## src/logic/csms_consts.svh

```systemverilog
// register offsets, field positions, reset values and timing counts of the sequencer
`ifndef CSMS_CONSTS_SVH
`define CSMS_CONSTS_SVH

`define CSMS_OFF_OPSTATE 8'h00
`define CSMS_OFF_CFG1 8'h04
`define CSMS_OFF_CFG2 8'h08
`define CSMS_OFF_CFG3 8'h0C
`define CSMS_OFF_PAUSE 8'h10
`define CSMS_OFF_STATUS 8'h14
`define CSMS_OFF_RES0 8'h18
`define CSMS_OFF_RES3 8'h24

`define CSMS_OPSTATE_SS_BIT 7
`define CSMS_OPSTATE_PD_BIT 6
`define CSMS_SEL_MSB 2
`define CSMS_SEL_NOP 3'h0
`define CSMS_SEL_CONFIG 3'h2
`define CSMS_SEL_MEASURE 3'h3
`define CSMS_CFG1_TIME_MSB 3
`define CSMS_CFG3_MODE_MSB 7
`define CSMS_CFG3_MODE_LSB 6

`define CSMS_OPSTATE_RST 8'h42
`define CSMS_CFG1_RST 8'hA6
`define CSMS_CFG2_RST 8'h40
`define CSMS_CFG3_RST 8'h40
`define CSMS_PAUSE_RST 8'h52

`define CSMS_STAT_NDATA_BIT 0
`define CSMS_STAT_OVWR_BIT 1
`define CSMS_STAT_BUSY_BIT 2
`define CSMS_STAT_PAUSE_BIT 3
`define CSMS_STAT_PD_BIT 4

`define CSMS_CLK_PERIOD_PS 4000
`define CSMS_PAUSE_STEP_US 8
`define CSMS_CONV_UNIT_US 1024
`define CSMS_MAX_TIME_CODE 11

`endif

```

## src/logic/csms_pkg.sv

```systemverilog
// types shared by the colour sensor measurement sequencer
package csms_pkg;
   typedef enum logic [1:0] {
      CSMS_MODE_CONTINUOUS_MODE,
      CSMS_MODE_CMD,
      CSMS_MODE_TRIGGER_START_MODE,
      CSMS_MODE_TRIGGER_START_END_MODE
   } csms_mode_t;

   typedef enum logic [1:0] {
      CSMS_ST_IDLE,
      CSMS_ST_CONV,
      CSMS_ST_PAUSE
   } csms_seq_t;

   typedef enum logic [3:0] {
      CSMS_SEL_NONE,
      CSMS_SEL_OPSTATE,
      CSMS_SEL_CFG1,
      CSMS_SEL_CFG2,
      CSMS_SEL_CFG3,
      CSMS_SEL_PAUSE,
      CSMS_SEL_STATUS,
      CSMS_SEL_RESULT
   } csms_sel_t;

   typedef logic [15:0] csms_word_t;
   typedef logic [1:0] csms_ridx_t;
endpackage : csms_pkg

```

## src/logic/csms_mem_if.sv

```systemverilog
// carrier between the sequencer and its result store
`timescale 1ns/1ps
interface csms_mem_if;
   import csms_pkg::*;
   logic store;
   logic clear;
   csms_word_t wr_words [4];
   logic rd_en;
   csms_ridx_t rd_idx;
   csms_word_t rd_data;

   modport ctrl (output store, output clear, output wr_words, output rd_en, output rd_idx,
      input rd_data);
   modport mem (input store, input clear, input wr_words, input rd_en, input rd_idx,
      output rd_data);
endinterface : csms_mem_if

```

## src/logic/csms_sequencer.sv

```systemverilog
// colour sensor measurement sequencer with AXI4-Lite register access
//
// Added by the designer: the placing of the registers and the AXI4-Lite interface to the registers.
`timescale 1ns/1ps
`include "csms_consts.svh"
module csms_sequencer #(
   parameter int CONV_UNIT_CYCLES =
      `CSMS_CONV_UNIT_US * 1000000 / `CSMS_CLK_PERIOD_PS,
   parameter int PAUSE_STEP_CYCLES =
      `CSMS_PAUSE_STEP_US * 1000000 / `CSMS_CLK_PERIOD_PS
) (
   input wire logic clk,
   input wire logic reset_n,
   input wire logic [7:0] s_axi_awaddr,
   input wire logic s_axi_awvalid,
   output logic s_axi_awready,
   input wire logic [31:0] s_axi_wdata,
   input wire logic [3:0] s_axi_wstrb,
   input wire logic s_axi_wvalid,
   output logic s_axi_wready,
   output logic [1:0] s_axi_bresp,
   output logic s_axi_bvalid,
   input wire logic s_axi_bready,
   input wire logic [7:0] s_axi_araddr,
   input wire logic s_axi_arvalid,
   output logic s_axi_arready,
   output logic [31:0] s_axi_rdata,
   output logic [1:0] s_axi_rresp,
   output logic s_axi_rvalid,
   input wire logic s_axi_rready,
   input wire logic sync_trigger_input,
   input wire csms_pkg::csms_word_t conv_data [4],
   output logic ready,
   output logic conv_active,
   output logic [3:0] gain_code,
   output logic [3:0] time_code
);
   import csms_pkg::*;

   localparam logic [1:0] RESP_OKAY = 2'b00;
   localparam logic [1:0] RESP_SLVERR = 2'b10;
   localparam logic [1:0] RESP_DECERR = 2'b11;

   function automatic csms_sel_t decode(input logic [7:0] a);
      csms_sel_t s;
      s = CSMS_SEL_NONE;
      case (a)
         `CSMS_OFF_OPSTATE: s = CSMS_SEL_OPSTATE;
         `CSMS_OFF_CFG1: s = CSMS_SEL_CFG1;
         `CSMS_OFF_CFG2: s = CSMS_SEL_CFG2;
         `CSMS_OFF_CFG3: s = CSMS_SEL_CFG3;
         `CSMS_OFF_PAUSE: s = CSMS_SEL_PAUSE;
         `CSMS_OFF_STATUS: s = CSMS_SEL_STATUS;
         default: begin
            if (a >= `CSMS_OFF_RES0 && a <= `CSMS_OFF_RES3 && a[1:0] == 2'b00) begin
               s = CSMS_SEL_RESULT;
            end
         end
      endcase
      return s;
   endfunction : decode

   // state gating of host access
   function automatic logic [1:0] access_resp(input csms_sel_t s, input logic meas);
      logic [1:0] r;
      r = RESP_OKAY;
      case (s)
         CSMS_SEL_NONE: r = RESP_DECERR;
         CSMS_SEL_CFG1, CSMS_SEL_CFG2, CSMS_SEL_CFG3: r = meas ? RESP_SLVERR : RESP_OKAY;
         CSMS_SEL_RESULT: r = meas ? RESP_OKAY : RESP_SLVERR;
         default: r = RESP_OKAY;
      endcase
      return r;
   endfunction : access_resp

   csms_mem_if mif ();

   csms_result_mem #(.WORDS(4)) u_mem (
      .clk(clk),
      .reset_n(reset_n),
      .mif(mif)
   );

   // register state
   logic [2:0] state_select_field_q;
   logic power_down_bit_q;
   logic start_stop_q;
   logic [7:0] first_config_reg_q;
   logic [7:0] second_config_reg_q;
   logic [7:0] third_config_reg_q;
   logic [7:0] pause_interval_q;
   logic ndata_q;
   logic ovwr_q;

   // sequencer state
   csms_seq_t seq_q;
   logic [31:0] cnt_q;
   logic ready_q;

   // trigger synchroniser
   logic trig_meta_q;
   logic trig_sync_q;
   logic trig_prev_q;
   logic trig_fall;

   // bus state
   logic aw_have_q;
   logic w_have_q;
   logic [7:0] aw_addr_q;
   logic [31:0] w_data_q;
   logic [3:0] w_strb_q;
   logic bvalid_q;
   logic [1:0] bresp_q;
   logic rd_pend_q;
   csms_sel_t rd_sel_q;
   logic [1:0] rd_resp_q;
   logic rvalid_q;
   logic [31:0] rdata_q;
   logic [1:0] rresp_q;

   logic meas;
   csms_mode_t mode;
   logic wr_apply;
   csms_sel_t wr_sel;
   logic [1:0] wr_resp;
   logic wr_ok;
   logic op_write;
   logic to_config;
   logic store;
   logic abort;
   logic start_now;
   logic [31:0] conv_len;
   logic [31:0] pause_len;
   logic [3:0] tcode;

   assign meas = state_select_field_q == `CSMS_SEL_MEASURE;
   assign mode = csms_mode_t'(
      third_config_reg_q[`CSMS_CFG3_MODE_MSB:`CSMS_CFG3_MODE_LSB]);

   // write completes only with both address and data in hand
   assign wr_apply = aw_have_q && w_have_q && !bvalid_q;
   assign wr_sel = decode(aw_addr_q);
   assign wr_resp = access_resp(wr_sel, meas);
   assign wr_ok = wr_apply && wr_resp == RESP_OKAY && w_strb_q[0];
   assign op_write = wr_ok && wr_sel == CSMS_SEL_OPSTATE;
   assign to_config = op_write && meas &&
      w_data_q[`CSMS_SEL_MSB:0] == `CSMS_SEL_CONFIG;

   // conversion length doubles per time code, capped at the largest code
   assign tcode = first_config_reg_q[`CSMS_CFG1_TIME_MSB:0] > 4'(`CSMS_MAX_TIME_CODE) ?
      4'(`CSMS_MAX_TIME_CODE) : first_config_reg_q[`CSMS_CFG1_TIME_MSB:0];
   assign conv_len = 32'(CONV_UNIT_CYCLES) << tcode;
   assign pause_len = 32'(pause_interval_q) * 32'(PAUSE_STEP_CYCLES);

   // triggers are only looked at in idle, so pause edges are dropped
   assign start_now = seq_q == CSMS_ST_IDLE && meas && start_stop_q &&
      (mode == CSMS_MODE_CONTINUOUS_MODE || mode == CSMS_MODE_CMD || trig_fall);
   assign abort = seq_q == CSMS_ST_CONV && (!meas || !start_stop_q);
   assign store = seq_q == CSMS_ST_CONV && !abort && cnt_q == 32'h0000_0000;

   // trigger input
   always_ff @(posedge clk or negedge reset_n) begin
      if (!reset_n) begin
         trig_meta_q <= 1'b1;
         trig_sync_q <= 1'b1;
         trig_prev_q <= 1'b1;
      end else begin
         trig_meta_q <= sync_trigger_input;
         trig_sync_q <= trig_meta_q;
         trig_prev_q <= trig_sync_q;
      end
   end
   assign trig_fall = trig_prev_q && !trig_sync_q;

   // operational state register
   always_ff @(posedge clk or negedge reset_n) begin
      if (!reset_n) begin
         state_select_field_q <= 3'(`CSMS_OPSTATE_RST & 8'h07);
         power_down_bit_q <= 1'b1;
         start_stop_q <= 1'b0;
      end else begin
         if (store && mode == CSMS_MODE_CMD) begin
            start_stop_q <= 1'b0;
         end
         // a host write in the same cycle overrides the self clear
         if (op_write) begin
            power_down_bit_q <= w_data_q[`CSMS_OPSTATE_PD_BIT];
            start_stop_q <= w_data_q[`CSMS_OPSTATE_SS_BIT];
            if (w_data_q[`CSMS_SEL_MSB:0] == `CSMS_SEL_CONFIG ||
               w_data_q[`CSMS_SEL_MSB:0] == `CSMS_SEL_MEASURE) begin
               state_select_field_q <= w_data_q[`CSMS_SEL_MSB:0];
            end
         end
      end
   end

   // configuration and pause registers
   always_ff @(posedge clk or negedge reset_n) begin
      if (!reset_n) begin
         first_config_reg_q <= `CSMS_CFG1_RST;
         second_config_reg_q <= `CSMS_CFG2_RST;
         third_config_reg_q <= `CSMS_CFG3_RST;
         pause_interval_q <= `CSMS_PAUSE_RST;
      end else if (wr_ok) begin
         case (wr_sel)
            CSMS_SEL_CFG1: first_config_reg_q <= w_data_q[7:0];
            CSMS_SEL_CFG2: second_config_reg_q <= w_data_q[7:0];
            CSMS_SEL_CFG3: third_config_reg_q <= w_data_q[7:0];
            CSMS_SEL_PAUSE: pause_interval_q <= w_data_q[7:0];
            default: begin
            end
         endcase
      end
   end

   // conversion sequencer
   always_ff @(posedge clk or negedge reset_n) begin
      if (!reset_n) begin
         seq_q <= CSMS_ST_IDLE;
         cnt_q <= 32'h0000_0000;
         ready_q <= 1'b1;
      end else begin
         case (seq_q)
            CSMS_ST_IDLE: begin
               if (start_now) begin
                  seq_q <= CSMS_ST_CONV;
                  cnt_q <= conv_len - 32'h0000_0001;
                  ready_q <= 1'b0;
               end
            end
            CSMS_ST_CONV: begin
               if (abort) begin
                  seq_q <= CSMS_ST_IDLE;
                  ready_q <= 1'b1;
               end else if (store) begin
                  ready_q <= 1'b1;
                  if (mode == CSMS_MODE_CMD || pause_len == 32'h0000_0000) begin
                     seq_q <= CSMS_ST_IDLE;
                  end else begin
                     seq_q <= CSMS_ST_PAUSE;
                     cnt_q <= pause_len - 32'h0000_0001;
                  end
               end else begin
                  cnt_q <= cnt_q - 32'h0000_0001;
               end
            end
            CSMS_ST_PAUSE: begin
               if (!meas || cnt_q == 32'h0000_0000) begin
                  seq_q <= CSMS_ST_IDLE;
               end else begin
                  cnt_q <= cnt_q - 32'h0000_0001;
               end
            end
            default: begin
               seq_q <= CSMS_ST_IDLE;
               ready_q <= 1'b1;
            end
         endcase
      end
   end

   // status flags
   always_ff @(posedge clk or negedge reset_n) begin
      if (!reset_n) begin
         ndata_q <= 1'b0;
         ovwr_q <= 1'b0;
      end else if (to_config) begin
         ndata_q <= 1'b0;
         ovwr_q <= 1'b0;
      end else if (store) begin
         ndata_q <= 1'b1;
         ovwr_q <= ovwr_q | ndata_q;
      end
   end

   // result store hookup
   assign mif.store = store;
   assign mif.clear = to_config;
   assign mif.wr_words = conv_data;
   assign mif.rd_en = s_axi_arvalid && s_axi_arready;
   assign mif.rd_idx = csms_ridx_t'((s_axi_araddr - `CSMS_OFF_RES0) >> 2);

   // register bus write channel
   always_ff @(posedge clk or negedge reset_n) begin
      if (!reset_n) begin
         aw_have_q <= 1'b0;
         w_have_q <= 1'b0;
         aw_addr_q <= 8'h00;
         w_data_q <= 32'h0000_0000;
         w_strb_q <= 4'h0;
         bvalid_q <= 1'b0;
         bresp_q <= RESP_OKAY;
      end else begin
         if (s_axi_awvalid && s_axi_awready) begin
            aw_have_q <= 1'b1;
            aw_addr_q <= s_axi_awaddr;
         end
         if (s_axi_wvalid && s_axi_wready) begin
            w_have_q <= 1'b1;
            w_data_q <= s_axi_wdata;
            w_strb_q <= s_axi_wstrb;
         end
         if (wr_apply) begin
            aw_have_q <= 1'b0;
            w_have_q <= 1'b0;
            bvalid_q <= 1'b1;
            bresp_q <= wr_resp;
         end else if (bvalid_q && s_axi_bready) begin
            bvalid_q <= 1'b0;
         end
      end
   end

   assign s_axi_awready = !aw_have_q && !bvalid_q;
   assign s_axi_wready = !w_have_q && !bvalid_q;
   assign s_axi_bvalid = bvalid_q;
   assign s_axi_bresp = bresp_q;

   // register bus read channel
   // one cycle in the store's read register, one in the data register
   always_ff @(posedge clk or negedge reset_n) begin
      if (!reset_n) begin
         rd_pend_q <= 1'b0;
         rd_sel_q <= CSMS_SEL_NONE;
         rd_resp_q <= RESP_OKAY;
         rvalid_q <= 1'b0;
         rdata_q <= 32'h0000_0000;
         rresp_q <= RESP_OKAY;
      end else begin
         if (s_axi_arvalid && s_axi_arready) begin
            rd_pend_q <= 1'b1;
            rd_sel_q <= decode(s_axi_araddr);
            rd_resp_q <= access_resp(decode(s_axi_araddr), meas);
         end else if (rd_pend_q) begin
            rd_pend_q <= 1'b0;
            rvalid_q <= 1'b1;
            rresp_q <= rd_resp_q;
            rdata_q <= 32'h0000_0000;
            if (rd_resp_q == RESP_OKAY) begin
               case (rd_sel_q)
                  CSMS_SEL_OPSTATE: rdata_q[7:0] <= {start_stop_q, power_down_bit_q, 3'b000,
                     state_select_field_q};
                  CSMS_SEL_CFG1: rdata_q[7:0] <= first_config_reg_q;
                  CSMS_SEL_CFG2: rdata_q[7:0] <= second_config_reg_q;
                  CSMS_SEL_CFG3: rdata_q[7:0] <= third_config_reg_q;
                  CSMS_SEL_PAUSE: rdata_q[7:0] <= pause_interval_q;
                  CSMS_SEL_STATUS: begin
                     rdata_q[`CSMS_STAT_NDATA_BIT] <= ndata_q;
                     rdata_q[`CSMS_STAT_OVWR_BIT] <= ovwr_q;
                     rdata_q[`CSMS_STAT_BUSY_BIT] <= seq_q == CSMS_ST_CONV;
                     rdata_q[`CSMS_STAT_PAUSE_BIT] <= seq_q == CSMS_ST_PAUSE;
                     rdata_q[`CSMS_STAT_PD_BIT] <= power_down_bit_q;
                  end
                  CSMS_SEL_RESULT: rdata_q[15:0] <= mif.rd_data;
                  default: rdata_q <= 32'h0000_0000;
               endcase
            end
         end else if (rvalid_q && s_axi_rready) begin
            rvalid_q <= 1'b0;
         end
      end
   end

   assign s_axi_arready = !rd_pend_q && !rvalid_q;
   assign s_axi_rvalid = rvalid_q;
   assign s_axi_rdata = rdata_q;
   assign s_axi_rresp = rresp_q;

   // outputs to the converter
   assign ready = ready_q;
   assign conv_active = seq_q == CSMS_ST_CONV;
   assign gain_code = first_config_reg_q[7:4];
   assign time_code = tcode;
endmodule : csms_sequencer

```

## src/logic/csms_result_mem.sv

```systemverilog
// result store: three light channels and the temperature word
`timescale 1ns/1ps
module csms_result_mem #(
   parameter int WORDS = 4
) (
   input wire logic clk,
   input wire logic reset_n,
   csms_mem_if.mem mif
);
   import csms_pkg::*;

   csms_word_t word_q [WORDS];
   csms_word_t rd_q;

   // clear beats store so a config switch never leaves a stale result
   genvar g;
   generate
      for (g = 0; g < WORDS; g++) begin : g_word
         always_ff @(posedge clk or negedge reset_n) begin
            if (!reset_n) begin
               word_q[g] <= 16'h0000;
            end else if (mif.clear) begin
               word_q[g] <= 16'h0000;
            end else if (mif.store) begin
               word_q[g] <= mif.wr_words[g];
            end
         end
      end
   endgenerate

   always_ff @(posedge clk or negedge reset_n) begin
      if (!reset_n) begin
         rd_q <= 16'h0000;
      end else if (mif.rd_en) begin
         rd_q <= word_q[mif.rd_idx];
      end
   end

   assign mif.rd_data = rd_q;
endmodule : csms_result_mem

```

## config.mk

```make
export PLATFORM = sky130hd
export DESIGN_NAME = csms_sequencer
export DESIGN_NICKNAME = d
export VERILOG_FILES = /design/src/logic/csms_pkg.sv /design/src/logic/csms_mem_if.sv /design/src/logic/csms_sequencer.sv /design/src/logic/csms_result_mem.sv
export VERILOG_INCLUDE_DIRS = /design/src /design/src/logic
export SDC_FILE = /design/constraint.sdc
export NUM_CORES = 1
export LEC_CHECK = 0
export BUFFER_PORTS_ARGS = -buffer_cell sky130_fd_sc_hd__buf_2
export CAP_MARGIN = 10
export CORE_AREA = 8 8 156 158
export DETAILED_ROUTE_END_ITERATION = 7
export DIE_AREA = 0 0 164 166
export GPL_TIMING_DRIVEN = 1
export PLACE_DENSITY = 0.81
export SLEW_MARGIN = 20
export SYNTH_ARGS = -nofsm -noshare
export SYNTH_HDL_FRONTEND = slang
export SYNTH_SLANG_ARGS = --single-unit
```

## constraint.sdc

```tcl
create_clock -name clk -period 12.34 [get_ports clk]
set_clock_uncertainty 0.05 [all_clocks]
set_input_delay 2.468 -clock clk [delete_from_list [all_inputs] [get_ports clk]]
set_output_delay 2.468 -clock clk [all_outputs]
set_load 0.005 [all_outputs]
```

==> reports/qor.log <==
[outcome] result of the run complete, no violations
[worst_setup_path] capture instance of the worst register-to-register path cnt_q[17]$_DFFE_PN0P_
[die] count of boundary I/O pins 175
[worst_setup_path] list of cells traversed by the critical path fa_1 > xor2_1 > ha_1 > fa_1 > inv_1 > fa_1 > inv_1 > ha_1 > o21ai_2 > o211a_1 > a2111oi_4 > nand2_2 > or4_1 > o31ai_4 > buf_4 > a21oi_1 > a22o_1
[placed_design] placer's final routability congestion estimate 0.8849
[synth] proportion of register bits with asynchronous set or reset after synthesis 100.0%
[die] overall die area 0.02722 mm²
[placed_design] total placed cells including tap cells 1640
[worst_hold_path] type of the worst min-delay path flop to flop
[layout] Layout Cells excl Fill 1681
[pwr] Sw Ratio 27.21%
[global_routing] initial antenna violation count 1
[pwr] static leakage power 0.006482 µW
[placed_design] worst setup timing slack at the placement stage 6.310 ns
[worst_setup_path] Setup CP Type flop to flop
[placed_design] DP Wirelength 21000 µm
[sta] min cycle time layout 6.098 ns
[worst_setup_path] worst reg2reg path depth 17
[cts] sink count of the clock tree 204
[worst_setup_path] endpoint required time on the critical path 12.68 ns
[die] DIE HEIGHT 166 µm
[synth] number of enable-type register cells in the synthesized netlist 0
[routing] Total Wirelength 29770 µm
[sta] Setup TNS Final 0 ns
[worst_setup_path] CP bufs+invs 3
[synth] number of warnings reported in the yosys synthesis log 0
[worst_setup_path] cell type with the highest occurrence count on the critical path sky130_fd_sc_hd__fa_1
[synth] count of state elements after synthesis 204
[worst_hold_path] Worst Hold Depth 0
[sta] number of hold violations in the final report 0
[worst_setup_path] largest incremental delay on the critical path 0.70 ns
[routing] detail-routed net length per standard cell 17.71 µm
[cts] buffers inserted during post-CTS setup optimization 0
[layout] Sequential Area 0.005124 mm²
[run] number of violations of the max-capacitance limit 0
[global_routing] via count of the first global-routing pass 9930
[worst_setup_path] worst reg-to-reg setup slack 6.24 ns
[sta] pins over their slew limit 0
[pwr] sw power 455.8 µW
[routing] routed via count 9863
[worst_setup_path] Worst path top cell family by delay adder cells
[worst_setup_path] largest fanout on the critical path 63
[global_routing] wire length of the first global-routing pass 49810 µm
[layout] Filler Cells Inserted 1813
[cts] number of buffers created by CTS 22
[routing] number of detailed-routing iterations run before antenna repair 5
[pwr] worst voltage drop across the vdd grid 0.09642 mV
[sta] # setup viols final 0
[layout] net total in the final layout 1569
[die] Die X 164 µm
[cts] TritonCTS clock tree yes
[pwr] cell-internal power 1219 µW
[sta] post-route setup slack 6.242 ns
[sta] setup repair after global routing missed its margin false
[layout] area delta synth->final 12.07%
[routing] DR vias/cell 5.867
[sta] Slew @ Worst Pin 1.105 ns
[sta] normalized max-slew margin 26.34%
[global_routing] largest net degree at the start of global routing 77
[die] Initial Util 54.64%
[placed_design] IO Port Bufs 131
[cts] maximum buffer depth of the clock tree 3
[worst_hold_path] source of the worst hold timing path trig_sync_q$_DFF_PN1_
[worst_setup_path] crit path launch type flop
[worst_setup_path] arrival time of the worst setup path 6.44 ns
[sta] maximum clock frequency 164.0 MHz
[pwr] Power Density 123.9 mW/mm²
[routing] detailed router's first-iteration violation count 768
[worst_hold_path] Worst Hold End trig_prev_q$_DFF_PN1_
[die] total core area 0.02209 mm²
[synth] per-instance average area after synthesis 9.356 µm²
[pwr] power share of the sequential group 47.8%
[routing] post-route DRC violation count 0
[synth] post-synthesis instance area 0.01207 mm²
[synth] unique cell type count in the Yosys netlist 81
[routing] Routed Antenna Nets 0
[worst_setup_path] slowest cell on the critical path sky130_fd_sc_hd__dfstp_2
[global_routing] overflow left after global routing 0
[synth] most instantiated flip-flop cell in the synthesis netlist sky130_fd_sc_hd__dfrtp_1
[cts] insertion delay of the later-clocked pin in the worst-skew pair 0.52 ns
[cts] Post-CTS Hold Buffers 0
[sta] Min Hold Slack 0.3093 ns
[synth] post-synthesis instance total 1290
[die] Core Rows 55
[cts] clock transition at the registers of the reported paths 0.06 ns
[layout] fraction of layout cells with a size suffix above 1 20.50%
[worst_setup_path] category of the worst setup path capture point flop
[pwr] Comb power frac 12.8%
[pwr] share of power burned in the clock network 39.4%
[synth] Seq/Total Area, Yosys 42.45%
[global_routing] overall routing resource usage 21.90%
[sta] post-route fraction of the period consumed by the critical path 49.42%
[worst_setup_path] critical register-to-register path startpoint pause_interval_q[1]$_DFFE_PN1P_
[cts] Clk Tree Root Cell sky130_fd_sc_hd__clkbuf_16
[layout] Multi-input gate area 0.006295 mm²
[cts] number of H-tree levels 1
[cts] Post-CTS Resized 0
-- how the worst max path moves through the flow --
stage,start,to,slack (ns),cells past startpoint
3_5_place_dp,pause_interval_q[1]$_DFFE_PN1P_,cnt_q[18]$_DFFE_PN0P_,6.31,17
6_report,pause_interval_q[1]$_DFFE_PN1P_,cnt_q[17]$_DFFE_PN0P_,6.24,17
5_1_grt,pause_interval_q[1]$_DFFE_PN1P_,cnt_q[17]$_DFFE_PN0P_,5.98,17
3_3_place_gp,pause_interval_q[1]$_DFFE_PN1P_,cnt_q[17]$_DFFE_PN0P_,6.44,17
4_1_cts,pause_interval_q[1]$_DFFE_PN1P_,cnt_q[18]$_DFFE_PN0P_,6.27,17
2_1_floorplan,pause_interval_q[1]$_DFFE_PN1P_,cnt_q[23]$_DFFE_PN0P_,7.01,17
-- per-stage QoR --
step / power (µW) / utilization [%] / cell area (µm²)
floorplan: 936.7 / - / 12130
global placement: 1018 / 57.91 / 12790
detailed placement: 1029 / 57.91 / 12790
CTS: 1690 / 61.22 / 13520
global route: 1752 / 61.23 / 13530
finish: 1675 / 61.23 / 13530
-- cell usage after synthesis (all sizes together), types with 7 or more instances --
| library cell | n | area share [%] |
|---|---|---|
| o22ai | 12 | 0.62 |
| and3 | 8 | 0.41 |
| nor4 | 15 | 0.88 |
| inv | 73 | 2.3 |
| mux2 | 55 | 5.1 |
| nor3b | 7 | 0.44 |
| dfrtp | 189 | 39 |
| ha | 45 | 4.7 |
| mux4 | 17 | 3.2 |
| nand3 | 17 | 0.70 |
| dfstp | 15 | 3.3 |
| nand3b | 7 | 0.44 |
| a221oi | 9 | 0.70 |
| o21ai | 92 | 3.8 |
| a21oi | 107 | 4.4 |
| nor3 | 29 | 1.2 |
| a21o | 9 | 0.56 |
| xnor2 | 14 | 1.0 |
| fa | 21 | 3.5 |
| nor2 | 73 | 2.3 |
| clkbuf | 55 | 1.7 |
| xor2 | 11 | 0.80 |
| o31ai | 14 | 1.1 |
| nor2b | 8 | 0.41 |
| nand2b | 10 | 0.52 |
| nand2 | 239 | 7.5 |
| buf | 36 | 1.9 |
-- registers in the layout, indices dropped and copies added, names as in the netlist, 3 cells and up --
name	count
w_data_q	8
pause_interval_q	8
aw_addr_q	8
second_config_reg_q	8
third_config_reg_q	8
rd_sel_q	3
s_axi_rdata	16
u_mem.word_q	64
cnt_q	32
first_config_reg_q	8
u_mem.mif.rd_data	16
state_select_field_q	3
-- power by group through the flow --
| stage | clock network (µW) | registers [µW] | logic [µW] |
|---|---|---|---|
| final | 660 | 801 | 214 |
| after CTS | 671 | 801 | 217 |
| after global placement | 0 | 809 | 210 |
| after floorplan | 0 | 784 | 152 |
| after global routing | 697 | 813 | 242 |
| after detailed placement | 0 | 813 | 216 |
-- cells by family after synthesis --
group	Yosys count	share of synthesized area, %
DFF	204	42.45
buffers and inverters	165	5.930
xor gates and xnor gates	26	2.001
and+or+nand+nor	447	16.94
other	1	0.03107
muxes	77	8.719
AOI/OAI and AO/OA	304	15.78
adders and majority gates	66	8.148
-- per-layer routing --
layer	vias up	global-route usage, %	routed length (µm)
met5	-	0	0
met4	0	7.513	911
met3	59	3.793	2051
met2	339	35.68	14520
met1	4815	28.98	12290
li1	4650	-	-
-- cell usage in the layout, fill, tap and decap left out, drive strengths merged, types with 10 or more instances in the layout --
| cell type | instances |
|---|---|
| a21oi | 107 |
| buf | 140 |
| clkbuf | 31 |
| conb | 16 |
| dfrtp | 189 |
| dfstp | 15 |
| fa | 21 |
| ha | 45 |
| inv | 73 |
| mux2 | 55 |
| mux4 | 17 |
| nand2 | 239 |
| nand2b | 10 |
| nand3 | 17 |
| nor2 | 73 |
| nor3 | 29 |
| nor4 | 15 |
| o21ai | 92 |
| o22ai | 12 |
| o31ai | 14 |
| xnor2 | 14 |
| xor2 | 11 |
-- area by class of cell --
type,count,share of cell area [%]
Timing Repair Buffer,141,5.467
Clock buffer,30,4.440
Sequential cell,204,37.88
Tap cell,285,2.636
Antenna cell,1,0.01850
Multi-Input combinational cell,936,46.54
Clock inverter,10,0.9621
Inverter,74,2.054
(Power assumes the default switching activity.)
